==> config.mk <==
export PLATFORM = sky130hd
export DESIGN_NAME = rff_rate_alarm
export DESIGN_NICKNAME = d
export VERILOG_FILES = /design/src/inc/rff_pkg.sv /design/src/hw/rff_rate_alarm.sv /design/src/hw/rff_tick.sv
export SDC_FILE = /design/constraint.sdc
export NUM_CORES = 1
export LEC_CHECK = 0
export BUFFER_PORTS_ARGS = -buffer_cell sky130_fd_sc_hd__buf_2
export CAP_MARGIN = 20
export CORE_AREA = 5 5 153 191
export DETAILED_ROUTE_END_ITERATION = 7
export DIE_AREA = 0 0 158 196
export GPL_ROUTABILITY_DRIVEN = 0
export GPL_TIMING_DRIVEN = 1
export PLACE_DENSITY = 0.87
export SETUP_SLACK_MARGIN = 0.05
export SLEW_MARGIN = 30
export SYNTH_ARGS = -nofsm -noshare
export SYNTH_HDL_FRONTEND = slang
export SYNTH_SLANG_ARGS = --single-unit
==> constraint.sdc <==
create_clock -name ref_clk_i -period 13.9 [get_ports ref_clk_i]
set_input_delay 1.39 -clock ref_clk_i [delete_from_list [all_inputs] [get_ports ref_clk_i]]
set_output_delay 1.39 -clock ref_clk_i [all_outputs]
set_load 0.05 [all_outputs]
==> src/inc/rff_pkg.sv <==
// Purpose: constants for the rate filter and low-flow alarm block
// Assumes: 10 MHz reference clock, unsigned rate samples
// Notes: smoothing and step tables below are indexed by settings 0 to 9
// ==========================================================
package rff_pkg;
  // ==========================================================
  // timing
  localparam int unsigned CLK_HZ = 10_000_000;
  localparam int unsigned TICK_S = 1;
  localparam int unsigned TICK_CYC = CLK_HZ * TICK_S;
  localparam logic [11:0] INHIBIT_MAX_S = 12'hE10;
  // ==========================================================
  // step thresholds in 1/128 units of the display (1,2,4,8,12,16,24,32,64 %)
  // entries approximate percent*128/100, rounded up so tiny noise never jumps
  localparam logic [3:0] STEP_OFF = 4'h0;
  localparam logic [3:0] SMOOTH_MAX = 4'h9;
  localparam int unsigned FRAC_SH = 7;
  // smoothing shift per setting; larger shift means longer time constant
  localparam logic [3:0] SH_TAB [10] = '{4'h0, 4'h1, 4'h2, 4'h3, 4'h3, 4'h4,
                                         4'h4, 4'h5, 4'h5, 4'h5};
  localparam logic [7:0] STEP_TAB [10] = '{8'h00, 8'h02, 8'h03, 8'h06, 8'h0B,
                                           8'h10, 8'h15, 8'h1F, 8'h29, 8'h52};
  localparam logic [2:0] NUM_OUT = 3'h6;
endpackage : rff_pkg

==> src/hw/rff_rate_alarm.sv <==
// Purpose: rate smoothing with jump-out, clip-off and low-flow alarm
// Assumes: rate samples come from same-clock logic with a valid strobe
// Notes: settings are plain ports and are sampled every cycle
`timescale 1ns/1ps
module rff_rate_alarm #(
  parameter int unsigned W = 24,
  parameter int unsigned TICK_DIV = rff_pkg::TICK_CYC
) (
  input wire logic ref_clk_i,
  input wire logic nrst_i,
  input wire logic sample_vld_i,
  input wire logic [W-1:0] sample_i,
  input wire logic [3:0] smooth_i,
  input wire logic [3:0] step_sel_i,
  input wire logic [W-1:0] cutoff_i,
  input wire logic [W-1:0] low_flow_i,
  input wire logic alarm_en_i,
  input wire logic [2:0] alarm_out_sel_i,
  input wire logic inhibit_en_i,
  input wire logic [11:0] inhibit_s_i,
  input wire logic batch_run_i,
  input wire logic batch_start_i,
  output logic [W-1:0] rate_o,
  output logic rate_vld_o,
  output logic total_en_o,
  output logic [5:0] sw_out_o,
  output logic pause_o,
  output logic low_flow_o
);
  typedef struct packed {
    logic [W+5:0] acc;
    logic [W-1:0] rate;
    logic vld;
    logic tot;
    logic [5:0] sw;
    logic pause;
    logic low;
    logic [11:0] inh;
  } rff_st_t;
  rff_st_t st_ff, nxt_st;
  logic tick;
  logic [W-1:0] filt;
  logic [W-1:0] dev;
  logic [W+7:0] lim;
  logic jump;
  logic alarm;
  logic inh_act;
  logic [3:0] sh;

  // limit a setting to its table range
  function automatic logic [3:0] clamp9(input logic [3:0] v);
    clamp9 = (v > rff_pkg::SMOOTH_MAX) ? rff_pkg::SMOOTH_MAX : v;
  endfunction : clamp9

  rff_tick #(.DIV(TICK_DIV)) u_tick (
    .ref_clk_i(ref_clk_i),
    .nrst_i(nrst_i),
    .restart_i(batch_start_i),
    .tick_o(tick)
  );

  // ==========================================================
  // filter arithmetic
  // accumulator keeps six fraction bits so long constants still creep to target
  always_comb begin
    sh = rff_pkg::SH_TAB[clamp9(smooth_i)];
    filt = st_ff.acc[W+5:6];
    dev = (sample_i > filt) ? (sample_i - filt) : (filt - sample_i);
    lim = ({8'h00, filt} * {{(W){1'b0}}, rff_pkg::STEP_TAB[clamp9(step_sel_i)]})
          >> rff_pkg::FRAC_SH;
    jump = (clamp9(step_sel_i) != rff_pkg::STEP_OFF) && ({8'h00, dev} > lim);
  end

  // inhibit gates alarm
  // on the start edge the fresh period counts, not the count left from the last batch
  assign inh_act = inhibit_en_i && (batch_start_i ? (inhibit_s_i != 12'h000)
                                                 : (st_ff.inh != 12'h000));
  // low-flow compare
  // only a strobed sample is a rate; the sample bus carries junk between strobes
  assign alarm = sample_vld_i && alarm_en_i && batch_run_i && (sample_i < low_flow_i) &&
                 !inh_act;

  // ==========================================================
  // next state
  always_comb begin
    nxt_st = st_ff;
    nxt_st.vld = 1'b0;
    if (sample_vld_i) begin
      if (sh == 4'h0 || jump) begin
        nxt_st.acc = {sample_i, 6'h00};
      end else begin
        nxt_st.acc = st_ff.acc - (st_ff.acc >> sh) + ({sample_i, 6'h00} >> sh);
      end
      nxt_st.rate = (sample_i < cutoff_i) ? '0 : nxt_st.acc[W+5:6];
      nxt_st.tot = (sample_i >= cutoff_i);
      nxt_st.vld = 1'b1;
    end
    // inhibit countdown, loaded at batch start, clamped to legal range
    if (batch_start_i) begin
      nxt_st.inh = (inhibit_s_i > rff_pkg::INHIBIT_MAX_S) ? rff_pkg::INHIBIT_MAX_S
                   : inhibit_s_i;
    end else if (tick && st_ff.inh != 12'h000) begin
      nxt_st.inh = st_ff.inh - 12'h001;
    end
    // alarm latches pause until the batch is stopped or restarted
    // set wins over a restart in the same cycle so a low sample is never lost
    if (alarm) begin
      nxt_st.pause = 1'b1;
      nxt_st.low = 1'b1;
    end else if (!batch_run_i || batch_start_i) begin
      nxt_st.pause = 1'b0;
      nxt_st.low = 1'b0;
    end
    for (int i = 0; i < int'(rff_pkg::NUM_OUT); i++) begin
      nxt_st.sw[i] = nxt_st.low && (alarm_out_sel_i == 3'(i));
    end
  end

  always_ff @(posedge ref_clk_i) begin
    if (!nrst_i) begin
      st_ff <= '0;
    end else begin
      st_ff <= nxt_st;
    end
  end

  assign rate_o = st_ff.rate;
  assign rate_vld_o = st_ff.vld;
  assign total_en_o = st_ff.tot;
  assign sw_out_o = st_ff.sw;
  assign pause_o = st_ff.pause;
  assign low_flow_o = st_ff.low;

  // ==========================================================
  // checks
  // clip-off zero
  property p_clip;
    @(posedge ref_clk_i) disable iff (!nrst_i)
      sample_vld_i && sample_i < cutoff_i |=> rate_o == '0 && !total_en_o;
  endproperty
  a_clip: assert property (p_clip) else $error("clip-off not applied");
  property p_bypass;
    @(posedge ref_clk_i) disable iff (!nrst_i)
      sample_vld_i && jump && sample_i >= cutoff_i |=> rate_o == $past(sample_i);
  endproperty
  a_bypass: assert property (p_bypass) else $error("jump did not load sample");
  property p_nojump;
    @(posedge ref_clk_i) disable iff (!nrst_i) step_sel_i == 4'h0 |-> !jump;
  endproperty
  a_nojump: assert property (p_nojump) else $error("jump while disabled");
  property p_alarm;
    @(posedge ref_clk_i) disable iff (!nrst_i) alarm |=> pause_o && low_flow_o;
  endproperty
  a_alarm: assert property (p_alarm) else $error("low flow not paused");
  property p_onehot;
    @(posedge ref_clk_i) disable iff (!nrst_i) $onehot0(sw_out_o);
  endproperty
  a_onehot: assert property (p_onehot) else $error("more than one output");
  property p_inhibit;
    @(posedge ref_clk_i) disable iff (!nrst_i)
      batch_start_i && inhibit_en_i && inhibit_s_i != 12'h000
      |=> !low_flow_o ##1 (!$past(inhibit_en_i) || !low_flow_o);
  endproperty
  a_inhibit: assert property (p_inhibit) else $error("alarm during inhibit");
  property p_nofilt;
    @(posedge ref_clk_i) disable iff (!nrst_i)
      sample_vld_i && smooth_i == 4'h0 && sample_i >= cutoff_i
      |=> rate_o == $past(sample_i);
  endproperty
  a_nofilt: assert property (p_nofilt) else $error("smoothing zero filtered");
  property p_vld;
    @(posedge ref_clk_i) disable iff (!nrst_i) sample_vld_i |=> rate_vld_o;
  endproperty
  a_vld: assert property (p_vld) else $error("no update per sample");

  // ==========================================================
  // latch and output checks
  // pause holds
  property p_hold_pause;
    @(posedge ref_clk_i) disable iff (!nrst_i)
      pause_o && batch_run_i && !batch_start_i |=> pause_o;
  endproperty
  a_hold_pause: assert property (p_hold_pause) else $error("pause dropped");
  property p_stop_clear;
    @(posedge ref_clk_i) disable iff (!nrst_i)
      !batch_run_i |=> !pause_o && !low_flow_o && sw_out_o == 6'h00;
  endproperty
  a_stop_clear: assert property (p_stop_clear) else $error("alarm kept after stop");
  property p_need_en;
    @(posedge ref_clk_i) disable iff (!nrst_i)
      !alarm_en_i && !low_flow_o |=> !low_flow_o;
  endproperty
  a_need_en: assert property (p_need_en) else $error("alarm while disabled");
  property p_sw_idle;
    @(posedge ref_clk_i) disable iff (!nrst_i) !low_flow_o |-> sw_out_o == 6'h00;
  endproperty
  a_sw_idle: assert property (p_sw_idle) else $error("output closed without alarm");
  property p_sw_sel;
    @(posedge ref_clk_i) disable iff (!nrst_i)
      alarm && alarm_out_sel_i < rff_pkg::NUM_OUT |=> sw_out_o[$past(alarm_out_sel_i)];
  endproperty
  a_sw_sel: assert property (p_sw_sel) else $error("assigned output not closed");
  property p_tot;
    @(posedge ref_clk_i) disable iff (!nrst_i) rate_o != '0 |-> total_en_o;
  endproperty
  a_tot: assert property (p_tot) else $error("rate shown but total stopped");
  property p_keep;
    @(posedge ref_clk_i) disable iff (!nrst_i)
      !sample_vld_i |=> $stable(rate_o) && $stable(total_en_o) && !rate_vld_o;
  endproperty
  a_keep: assert property (p_keep) else $error("rate moved without sample");
endmodule : rff_rate_alarm

==> src/hw/rff_tick.sv <==
// Purpose: one-second enable pulse divider
// Assumes: single reference clock
// Notes: restart re-aligns the divider with batch start
`timescale 1ns/1ps
module rff_tick #(
  parameter int unsigned DIV = rff_pkg::TICK_CYC
) (
  input wire logic ref_clk_i,
  input wire logic nrst_i,
  input wire logic restart_i,
  output logic tick_o
);
  typedef struct packed {
    logic [31:0] cnt;
    logic tick;
  } rff_tick_st_t;
  rff_tick_st_t st_ff, nxt_st;
  // ==========================================================
  // divider
  always_comb begin
    nxt_st = st_ff;
    nxt_st.tick = 1'b0;
    if (restart_i) begin
      nxt_st.cnt = '0;
    end else if (st_ff.cnt == 32'(DIV - 1)) begin
      nxt_st.cnt = '0;
      nxt_st.tick = 1'b1;
    end else begin
      nxt_st.cnt = st_ff.cnt + 32'h1;
    end
  end
  always_ff @(posedge ref_clk_i) begin
    if (!nrst_i) begin
      st_ff <= '0;
    end else begin
      st_ff <= nxt_st;
    end
  end
  assign tick_o = st_ff.tick;
endmodule : rff_tick

==> impl_metrics.py, run 1 <==
metrics = {
    "global_routing": {
        "grt-ovfl-total": 0,
        "grt_max_degree": 73,
        "antenna_found_initial": 0,
        "grt_pass1_wl_microns": 84900,
        "first_global_vias": 17600,
        "track_usage_pct": 33.3,
    },
    "worst_setup_path": {
        "required_ns": 14.12,
        "path_common_cell": "fa_1",
        "crit_path_start_kind": "input port",
        "critPathArrivalTime_ns": 10.68,
        "slowest_delay_ns": 0.66,
        "r2r-end": "filt[6]$_SDFFE_PN0P_",
        "crit_path_end_kind": "register",
        "reg2regPathDepth": 28,
        "critPathKind": "input port to register",
        "crit_slowest_cell": "buf_2",
        "worstReg2RegStart": "filt[7]$_SDFFE_PN0P_",
        "regToRegSetupSlack_ns": 5.59,
        "worst-path-max-fanout": 59,
    },
    "cts": {
        "cts_hold_repair.buffers": 0,
        "clk_pin_slew_worst_paths_ns": 0.08,
        "root_buffer": "clkbuf_16",
        "cts_max_path_buffers": 2,
        "cts.repair.resized": 0,
        "cts_num_sinks": 109,
        "cts_tree": "yes",
        "cts_max_level": 3,
        "clk_latency_ns": 0.36,
        "cts_buffers": 9,
        "cts_setup_buffers": 0,
    },
    "cells_and_area": {
        "fin_util_pct": 70.1,
        "final_nets": 2843,
        "area_growth_pct": 5.45,
        "multi_input_area_sq_um": 14400,
        "antennaDiodeCount": 0,
        "n_fill_cell": 2092,
        "regArea_sq_um": 2180,
        "drive_above_1_share_pct": 8.24,
    },
    "synthesis": {
        "syn-cell-area_sq_um": 18200,
        "synth_flop_cell": "dfxtp_1",
        "synth_cells": 2342,
        "synth.most_common_cell": "inv_1",
        "ys_seq_area_share_pct": 12.0,
        "synth_top_area_cell": "ha_1",
        "syn_area_per_cell_sq_um": 7.75,
        "async_reset_ff_share_pct": 0,
        "synth-seq-cells": 109,
        "synth_warnings": 0,
        "synth_fp_nets": 2811,
        "synth.area.top_cells": "ha_1 16%, fa_1 15%, dfxtp_1 12%, inv_1 5.7%, mux2i_1 5.5%",
        "synth_edf_count": 0,
        "synth_top_area_share_pct": 15.6,
        "synth_cell_type_count": 78,
        "synthTopCellsByCount": "275 x inv_1, 227 x ha_1, 213 x nor2_1",
    },
    "sta": {
        "relSlewSlack_pct": 34.3,
        "rsz0062_at_grt": "false",
        "layout_min_cycle_time_ns": 10.46,
        "finalMaxSlewViolations": 0,
        "worstMarginPinSlew_ns": 0.983,
        "period_share_pct": 75.2,
        "hold_viol": 0,
        "setup_tns_ns": 0,
        "setup_viol": 0,
        "fmax_mhz": 95.6,
        "clock_skew_ns": 0.00651,
    },
    "power": {
        "p_leak_nw": 9.64,
        "power_density_nw_per_um2": 225,
        "ir_worst_vdd_v": 0.000226,
    },
    "floorplan": {
        "io-pin-count": 136,
        "start_util_pct": 66.5,
        "dieArea_sq_um": 31000,
        "rows": 68,
        "design.core.area_sq_um": 27300,
        "die_w_microns": 158,
        "die_y_microns": 196,
    },
    "route": {
        "drtIter0Drc": 1283,
        "finalWirelength_microns": 51500,
        "ant_nets": 0,
        "via_per_inst": 6.26,
        "num_vias": 17100,
        "remaining_drc_errors": 0,
        "dr.pass1.iters": 6,
        "wire_per_inst_microns": 18.9,
    },
    "flow_run": {
        "drv_cap": 0,
    },
    "placement": {
        "numPortBuffers": 135,
        "dp_hpwl_microns": 41100,
    },
    "outcome": {
        "status": "completed",
    },
    "worst_hold_path": {
        "holdPathStages": 2,
        "hold_end": "rate_o[13]$_SDFFE_PN0P_",
        "hp-start": "rate_o[13]$_SDFFE_PN0P_",
        "hold_class": "register to register",
    },
}
sequential cells by signal (all words and copies together) (netlist names):
register / flops
rate_vld_o: 1
low_flow_o: 1
sw_out_o: 6
total_en_o: 1
st_ff: 18
u_tick.st_ff: 32
pause_o: 1
u_tick.tick_o: 1
rate_o: 24
filt: 24
final cells by class:
class                      count  area share, %
tap                          350           2.29
timing repair buffer         146           4.06
inverter                     276           5.41
clock buffer                  10           1.25
multi-input combinational   1832           75.1
sequential                   109           11.4
clock inverter                 6          0.490
kinds of logic (layout without fill, tap and decap cells):
group,count (synthesis),count (layout),share of synthesized area [%]
simple gates,734,734,19.2
compound gates,530,530,18.2
buf+inv,401,438,9.01
fa+ha+maj,367,367,31.1
flops,109,109,12.0
mux,104,104,5.78
xor+xnor,97,97,4.75
power by group:
part | internal (mW) | total, mW | switching (mW)
Clock | 0.165 | 0.291 | 0.126
Combinational | 1.41 | 3.52 | 2.11
Sequential | 0.375 | 0.490 | 0.116
worst max-delay path by stage:
stage | from | endpoint | slack [ns] | cells after the start
global route | step_sel_i[3] | filt[7]$_SDFFE_PN0P_ | 2.82 | 37
CTS | step_sel_i[3] | filt[6]$_SDFFE_PN0P_ | 3.22 | 37
finish | step_sel_i[3] | filt[6]$_SDFFE_PN0P_ | 3.44 | 37
global placement | step_sel_i[3] | rate_o[22]$_SDFFE_PN0P_ | 3.24 | 37
detailed placement | step_sel_i[3] | filt[6]$_SDFFE_PN0P_ | 2.87 | 37
floorplan | step_sel_i[2] | rate_o[22]$_SDFFE_PN0P_ | 4.41 | 37
critical path, delay by kind of cell:
kind                       cells  cell delay (ns)
xor gates and xnor gates       1             0.15
muxes                          1             0.33
and+or+nand+nor                9             1.64
adders and majority gates      7             2.93
AOI/OAI and AO/OA             13             2.89
buffers and inverters          6             1.31
per-layer routing:
metal  share of wire (%)  vias up  GRT usage, %
li1                    -     7981             -
met1                  37     7949          40.8
met2                  48      941          56.0
met3                 9.0      222          5.34
met4                 5.7        0          17.3
met5                   0        -             0
cells in the final DEF (no fill, tap or decap), types with 6 or more instances in the layout:
| cell type | instances |
|---|---|
| or3_1 | 10 |
| nand2b_1 | 30 |
| buf_2 | 135 |
| fa_1 | 140 |
| clkbuf_16 | 9 |
| and2_1 | 57 |
| nand2_1 | 209 |
| nor2b_1 | 22 |
| nor3_1 | 48 |
| xnor2_1 | 47 |
| nor2_1 | 210 |
| and3_1 | 36 |
| or2_2 | 9 |
| ha_1 | 227 |
| a31oi_1 | 12 |
| nand4_1 | 31 |
| o21a_1 | 16 |
| o21ai_0 | 89 |
| mux2i_1 | 99 |
| a21oi_1 | 162 |
| dfxtp_1 | 109 |
| a211oi_1 | 22 |
| a21o_1 | 76 |
| nor4_1 | 9 |
| o21ai_1 | 54 |
| nand3_1 | 35 |
| a221oi_1 | 6 |
| inv_1 | 275 |
| o21bai_1 | 18 |
| buf_4 | 10 |
| o31ai_1 | 7 |
| xor2_1 | 49 |
through the flow:
stage / power (mW) / setup slack, ns / instances / instance area [sq um] / hold WS, ns
finish: 4.30 / 3.44 / 2729 / 19100 / 0.454
global route: 4.69 / 2.82 / 2729 / 19100 / 0.471
CTS: 4.24 / 3.22 / 2729 / 19100 / 0.452
detailed placement: 3.92 / 2.87 / 2713 / 18800 / 0.441
global placement: 3.77 / 3.24 / 2712 / 18800 / 0.435
floorplan: 3.16 / 4.41 / 2342 / 18200 / 0.429
Note: power is estimated with default switching activity, not from simulation.
==> run 2, diff against run 1 <==
CORE_AREA = 5 5 166 208   (was 5 5 153 191)
DIE_AREA = 0 0 171 213   (was 0 0 158 196)
PLACE_DENSITY = 0.77   (was 0.87)
clock period = 9.2 ns   (was 13.9 ns; I/O delays follow)
==> run 2 against run 1 <==
  * Cell count rose by 2.9%
  * Power rose by 50%
  * Core utilization fell by 10 points
  * Critical path depth fell by 2
  * Count of clock-buffer cells in the layout did not move
  * Via count fell by 0.98%
  * Non-clock buffer count rose by 12
  * Setup slack got worse by 2.9 ns
  * Clock power rose by 31%
==> impl_metrics.py, run 2 (synthesis gave the netlist of run 1 again) <==
metrics = {
    "sta": {
        "worstMarginPinSlew_ns": 0.986,
        "clock_skew_ns": 0.00882,
        "relSlewSlack_pct": 34.1,
        "worst_slack_ns": 0.498,
        "layout_min_cycle_time_ns": 8.70,
        "fmax_mhz": 115,
        "setup_viol": 0,
        "finalMaxSlewViolations": 0,
        "rsz0062_at_grt": "false",
        "hold_viol": 0,
        "period_share_pct": 94.6,
        "setup_tns_ns": 0,
    },
    "global_routing": {
        "first_global_vias": 17500,
        "track_usage_pct": 27.9,
        "grt-ovfl-total": 0,
        "grt_pass1_wl_microns": 83700,
        "antenna_found_initial": 0,
        "grt_max_degree": 73,
    },
    "cts": {
        "root_buffer": "clkbuf_16",
        "cts_tree": "yes",
        "clk_latency_ns": 0.37,
        "cts_max_path_buffers": 2,
        "cts_buffers": 9,
        "clk_pin_slew_worst_paths_ns": 0.08,
        "cts_setup_buffers": 0,
        "cts_hold_repair.buffers": 0,
        "cts.repair.resized": 1,
        "cts_max_level": 3,
        "cts_num_sinks": 109,
    },
    "worst_setup_path": {
        "crit_family": "adder cells",
        "worst-path-max-fanout": 25,
        "crit_path_start_kind": "input port",
        "slowest_delay_ns": 0.54,
        "worstReg2RegStart": "filt[14]$_SDFFE_PN0P_",
        "reg2regPathDepth": 29,
        "crit_start": "step_sel_i[3]",
        "path_buf_inv": 6,
        "required_ns": 9.42,
        "critPathArrivalTime_ns": 8.93,
        "critPathKind": "input port to register",
        "r2r-end": "filt[20]$_SDFFE_PN0P_",
        "crit_slowest_cell": "fa_1",
        "regToRegSetupSlack_ns": 1.38,
        "crit_path_end_kind": "register",
        "path_common_cell": "fa_1",
    },
    "power": {
        "power_density_nw_per_um2": 334,
        "p_leak_nw": 9.69,
        "design_power_total_mw": 6.46,
        "ir_worst_vdd_v": 0.000310,
    },
    "route": {
        "ant_nets": 0,
        "via_per_inst": 6.03,
        "drtIter0Drc": 1349,
        "dr.pass1.iters": 7,
        "wire_per_inst_microns": 18.0,
        "num_vias": 16900,
        "finalWirelength_microns": 50600,
        "remaining_drc_errors": 0,
    },
    "placement": {
        "dp_hpwl_microns": 41300,
        "place_ws_ns": -0.276,
        "dp.cells": 2792,
        "numPortBuffers": 135,
        "placed_cell_area_sq_um": 19000,
    },
    "worst_hold_path": {
        "holdPathStages": 2,
        "hp-start": "rate_o[9]$_SDFFE_PN0P_",
        "hold_end": "rate_o[9]$_SDFFE_PN0P_",
        "hold_class": "register to register",
    },
    "outcome": {
        "status": "completed",
    },
    "cells_and_area": {
        "multi_input_area_sq_um": 14400,
        "final_nets": 2855,
        "drive_above_1_share_pct": 8.91,
        "antennaDiodeCount": 0,
        "final_common_cell": "inv_1",
        "stdcell_area_sq_um": 19300,
        "top_register": "u_tick.st_ff",
        "mostFrequentLayoutCells": "275 x inv_1, 227 x ha_1, 210 x nor2_1",
        "final_cells": 2809,
        "regArea_sq_um": 2180,
        "largest_reg_flops": 32,
        "area_growth_pct": 6.40,
        "n_fill_cell": 2892,
    },
    "flow_run": {
        "drv_cap": 0,
    },
    "floorplan": {
        "dieArea_sq_um": 36400,
        "design.core.area_sq_um": 32300,
        "rows": 74,
        "io-pin-count": 136,
        "die_w_microns": 171,
        "die_y_microns": 213,
        "start_util_pct": 56.2,
    },
}
[run 2: changes by cell type in the layout (fill, tap and decap cells not counted), sizes merged]
| cell | before | now |
|---|---|---|
| inv | 278 | 279 |
| clkinv | 2 | 3 |
| buf | 146 | 158 |
| bufinv | 2 | 0 |
[run 2: stage by stage]
stage	util (%)	hold WS, ns
after detailed placement	58.7	0.442
after floorplan	-	0.429
after global routing	59.8	0.468
after global placement	58.7	0.435
after CTS	59.6	0.452
final	59.8	0.451
[run 2: routing by layer]
layer / up-vias / track usage (%) / routed length [microns]
met3: 141 / 3.48 / 3580
met1: 8059 / 34.3 / 20000
li1: 8013 / - / -
met5: - / 0 / 0
met2: 713 / 49.5 / 25100
met4: 0 / 10.6 / 1910
[run 2: worst min-delay path: cells and delay by family (launching register included)]
family,cells,cell delay (ns)
compound gates,1,0.05
flops,1,0.31
simple gates,1,0.05
[run 2: layout make-up]
cell class / count / area share [%]
Clock inverter: 6 / 0.285
Timing Repair Buffer: 158 / 4.62
Inverter: 276 / 5.36
Sequential cell: 109 / 11.3
Clock buffer: 10 / 1.19
Multi-Input combinational cell: 1832 / 74.6
Tap cell: 418 / 2.71
[run 2: power breakdown]
group	internal (mW)	switching, mW
clock	0.189	0.192
sequential	0.566	0.174
combinational	2.16	3.18
[run 2: worst max path at each step]
stage / to / slack, ns / cells after the start
floorplan: rate_o[22]$_SDFFE_PN0P_ / 0.18 / 37
global placement: rate_o[2]$_SDFFE_PN0P_ / 0.01 / 37
detailed placement: rate_o[6]$_SDFFE_PN0P_ / -0.28 / 37
CTS: rate_o[10]$_SDFFE_PN0P_ / 0.14 / 37
global route: filt[20]$_SDFFE_PN0P_ / 0.07 / 35
finish: filt[20]$_SDFFE_PN0P_ / 0.50 / 35
==> run 3, diff against run 2 <==
CORE_AREA = 5 5 183 185   (was 5 5 166 208)
CTS_BUF_LIST = sky130_fd_sc_hd__clkbuf_2 sky130_fd_sc_hd__clkbuf_4 sky130_fd_sc_hd__clkbuf_8   (was not set)
DIE_AREA = 0 0 188 190   (was 0 0 171 213)
PLACE_DENSITY = 0.79   (was 0.77)
==> run 3 against run 2 <==
  * Setup slack lost 0.073 ns
  * Design area shrank 0.11%
  * Routed wire length grew 4.5%
  * Largest cell class unchanged
  * Critical endpoint is now rate_o[9]$_SDFFE_PN0P_
  * Largest power group unchanged
  * Cell count is essentially flat
==> impl_metrics.py, run 3 (synthesis gave the netlist of run 1 again) <==
metrics = {
    "cts": {
        "cts_max_level": 3,
        "cts_tree": "yes",
        "cts_num_sinks": 109,
        "cts_buffers": 9,
        "clk_pin_slew_worst_paths_ns": 0.12,
        "root_buffer": "clkbuf_8",
        "cts_hold_repair.buffers": 0,
        "clk_latency_ns": 0.39,
        "cts_max_path_buffers": 2,
    },
    "outcome": {
        "status": "completed",
    },
    "floorplan": {
        "die_w_microns": 188,
        "dieArea_sq_um": 35700,
        "die_y_microns": 190,
        "design.core.area_sq_um": 31900,
        "io-pin-count": 136,
        "rows": 66,
        "start_util_pct": 57.0,
    },
    "worst_setup_path": {
        "slowest_delay_ns": 0.54,
        "crit_path_start_kind": "input port",
        "critPathArrivalTime_ns": 9.03,
        "crit_slowest_cell": "fa_1",
        "required_ns": 9.46,
        "crit_path_end_kind": "register",
        "critPathKind": "input port to register",
        "path_common_cell": "fa_1",
        "worst-path-max-fanout": 25,
    },
    "route": {
        "num_vias": 17100,
        "wire_per_inst_microns": 18.8,
        "via_per_inst": 6.07,
        "ant_nets": 0,
        "remaining_drc_errors": 0,
        "finalWirelength_microns": 52900,
        "dr.pass1.iters": 6,
        "drtIter0Drc": 1722,
    },
    "sta": {
        "clock_skew_ns": 0.0258,
        "layout_min_cycle_time_ns": 8.78,
        "worstMarginPinSlew_ns": 0.991,
        "rsz0062_at_grt": "false",
        "setup_tns_ns": 0,
        "hold_viol": 0,
        "fmax_mhz": 114,
        "whs_ns": 0.454,
        "setup_viol": 0,
        "finalMaxSlewViolations": 0,
        "relSlewSlack_pct": 33.8,
        "period_share_pct": 95.4,
    },
    "placement": {
        "dp_hpwl_microns": 43000,
        "dp.cells": 2793,
        "numPortBuffers": 135,
    },
    "global_routing": {
        "grt_use_met2_pct": 47.2,
        "first_global_vias": 17100,
        "grtUsageMet3_pct": 6.22,
        "track_usage_pct": 28.8,
        "grt_max_degree": 65,
        "grt_busiest_layer": "met2",
        "use_met1_pct": 36.2,
        "grt-ovfl-total": 0,
        "grt_pass1_wl_microns": 84800,
        "antenna_found_initial": 1,
    },
    "cells_and_area": {
        "top_register": "u_tick.st_ff",
        "mostFrequentLayoutCells": "275 x inv_1, 227 x ha_1, 210 x nor2_1",
        "drive_above_1_share_pct": 9.36,
        "area_growth_pct": 6.28,
        "antennaDiodeCount": 0,
        "fin_util_pct": 60.6,
        "final_common_cell": "inv_1",
        "final_nets": 2867,
        "final_cells": 2811,
        "n_fill_cell": 2838,
        "largest_reg_flops": 32,
    },
    "power": {
        "power_density_nw_per_um2": 336,
        "ir_worst_vdd_v": 0.000216,
        "p_leak_nw": 9.70,
    },
    "flow_run": {
        "drv_cap": 0,
    },
    "worst_hold_path": {
        "hold_class": "register to register",
    },
}
## run 3: cell types whose count changed in the layout (fill, tap and decap cells not counted), moves of 2 or more
cell	before	now
clkbuf_8	0	11
clkbuf_16	9	0
inv_6	2	0
buf_4	18	31
## run 3: path summary, 6_finish.rpt
check | startpoint | endpoint | slack, ns | cells past startpoint
worst max register to register | filt[6]$_SDFFE_PN0P_ | rate_o[9]$_SDFFE_PN0P_ | 1.16 | 30
worst min-delay path | rate_o[22]$_SDFFE_PN0P_ | rate_o[22]$_SDFFE_PN0P_ | 0.45 | 2
worst min register to register | rate_o[22]$_SDFFE_PN0P_ | rate_o[22]$_SDFFE_PN0P_ | 0.45 | 2
worst max-delay path | step_sel_i[3] | rate_o[9]$_SDFFE_PN0P_ | 0.42 | 37
## run 3: worst max-delay path, delay by kind of cell
kind | cells | cell delay [ns]
compound gates | 12 | 2.08
mux | 1 | 0.30
xor+xnor | 1 | 0.15
buf+inv | 7 | 1.05
fa+ha+maj | 6 | 2.68
simple gates | 10 | 1.80
## run 3: area by class of cell
cell class / instances / area [sq um] / share of cell area (%)
inverter: 276 / 1040 / 5.37
clock buffer: 11 / 151 / 0.784
multi-input combinational: 1832 / 14400 / 74.6
tap: 408 / 510 / 2.64
timing repair buffer: 170 / 978 / 5.07
sequential: 109 / 2180 / 11.3
clock inverter: 5 / 42.5 / 0.220
## run 3: metal layers
metal  share of wire (%)  vias to the layer above
li1                    -                     8036
met1                  41                     8069
met2                  44                      779
met3                 9.1                      167
met4                 5.6                        2
met5               0.025                        -
## run 3: through the flow
stage               setup slack (ns)  area, sq um  power (mW)
detailed placement            0.0240        19100        6.01
global placement               0.284        19000        5.83
finish                         0.424        19300        6.49
floorplan                      0.176        18200        4.77
global route                  0.0209        19300        7.11
CTS                            0.396        19300        6.34
## run 3: repair_timing
item,4_1_cts,5_1_grt
setup endpoints to repair,0,46
resized for setup,0,8
setup buffers,0,2
## run 3: where the power goes
| group | switching, mW | leakage [nW] | internal, mW |
|---|---|---|---|
| Sequential | 0.165 | 0.889 | 0.566 |
| Clock | 0.173 | 0.101 | 0.116 |
| Combinational | 3.25 | 8.71 | 2.22 |
| Total | 3.59 | 9.70 | 2.90 |
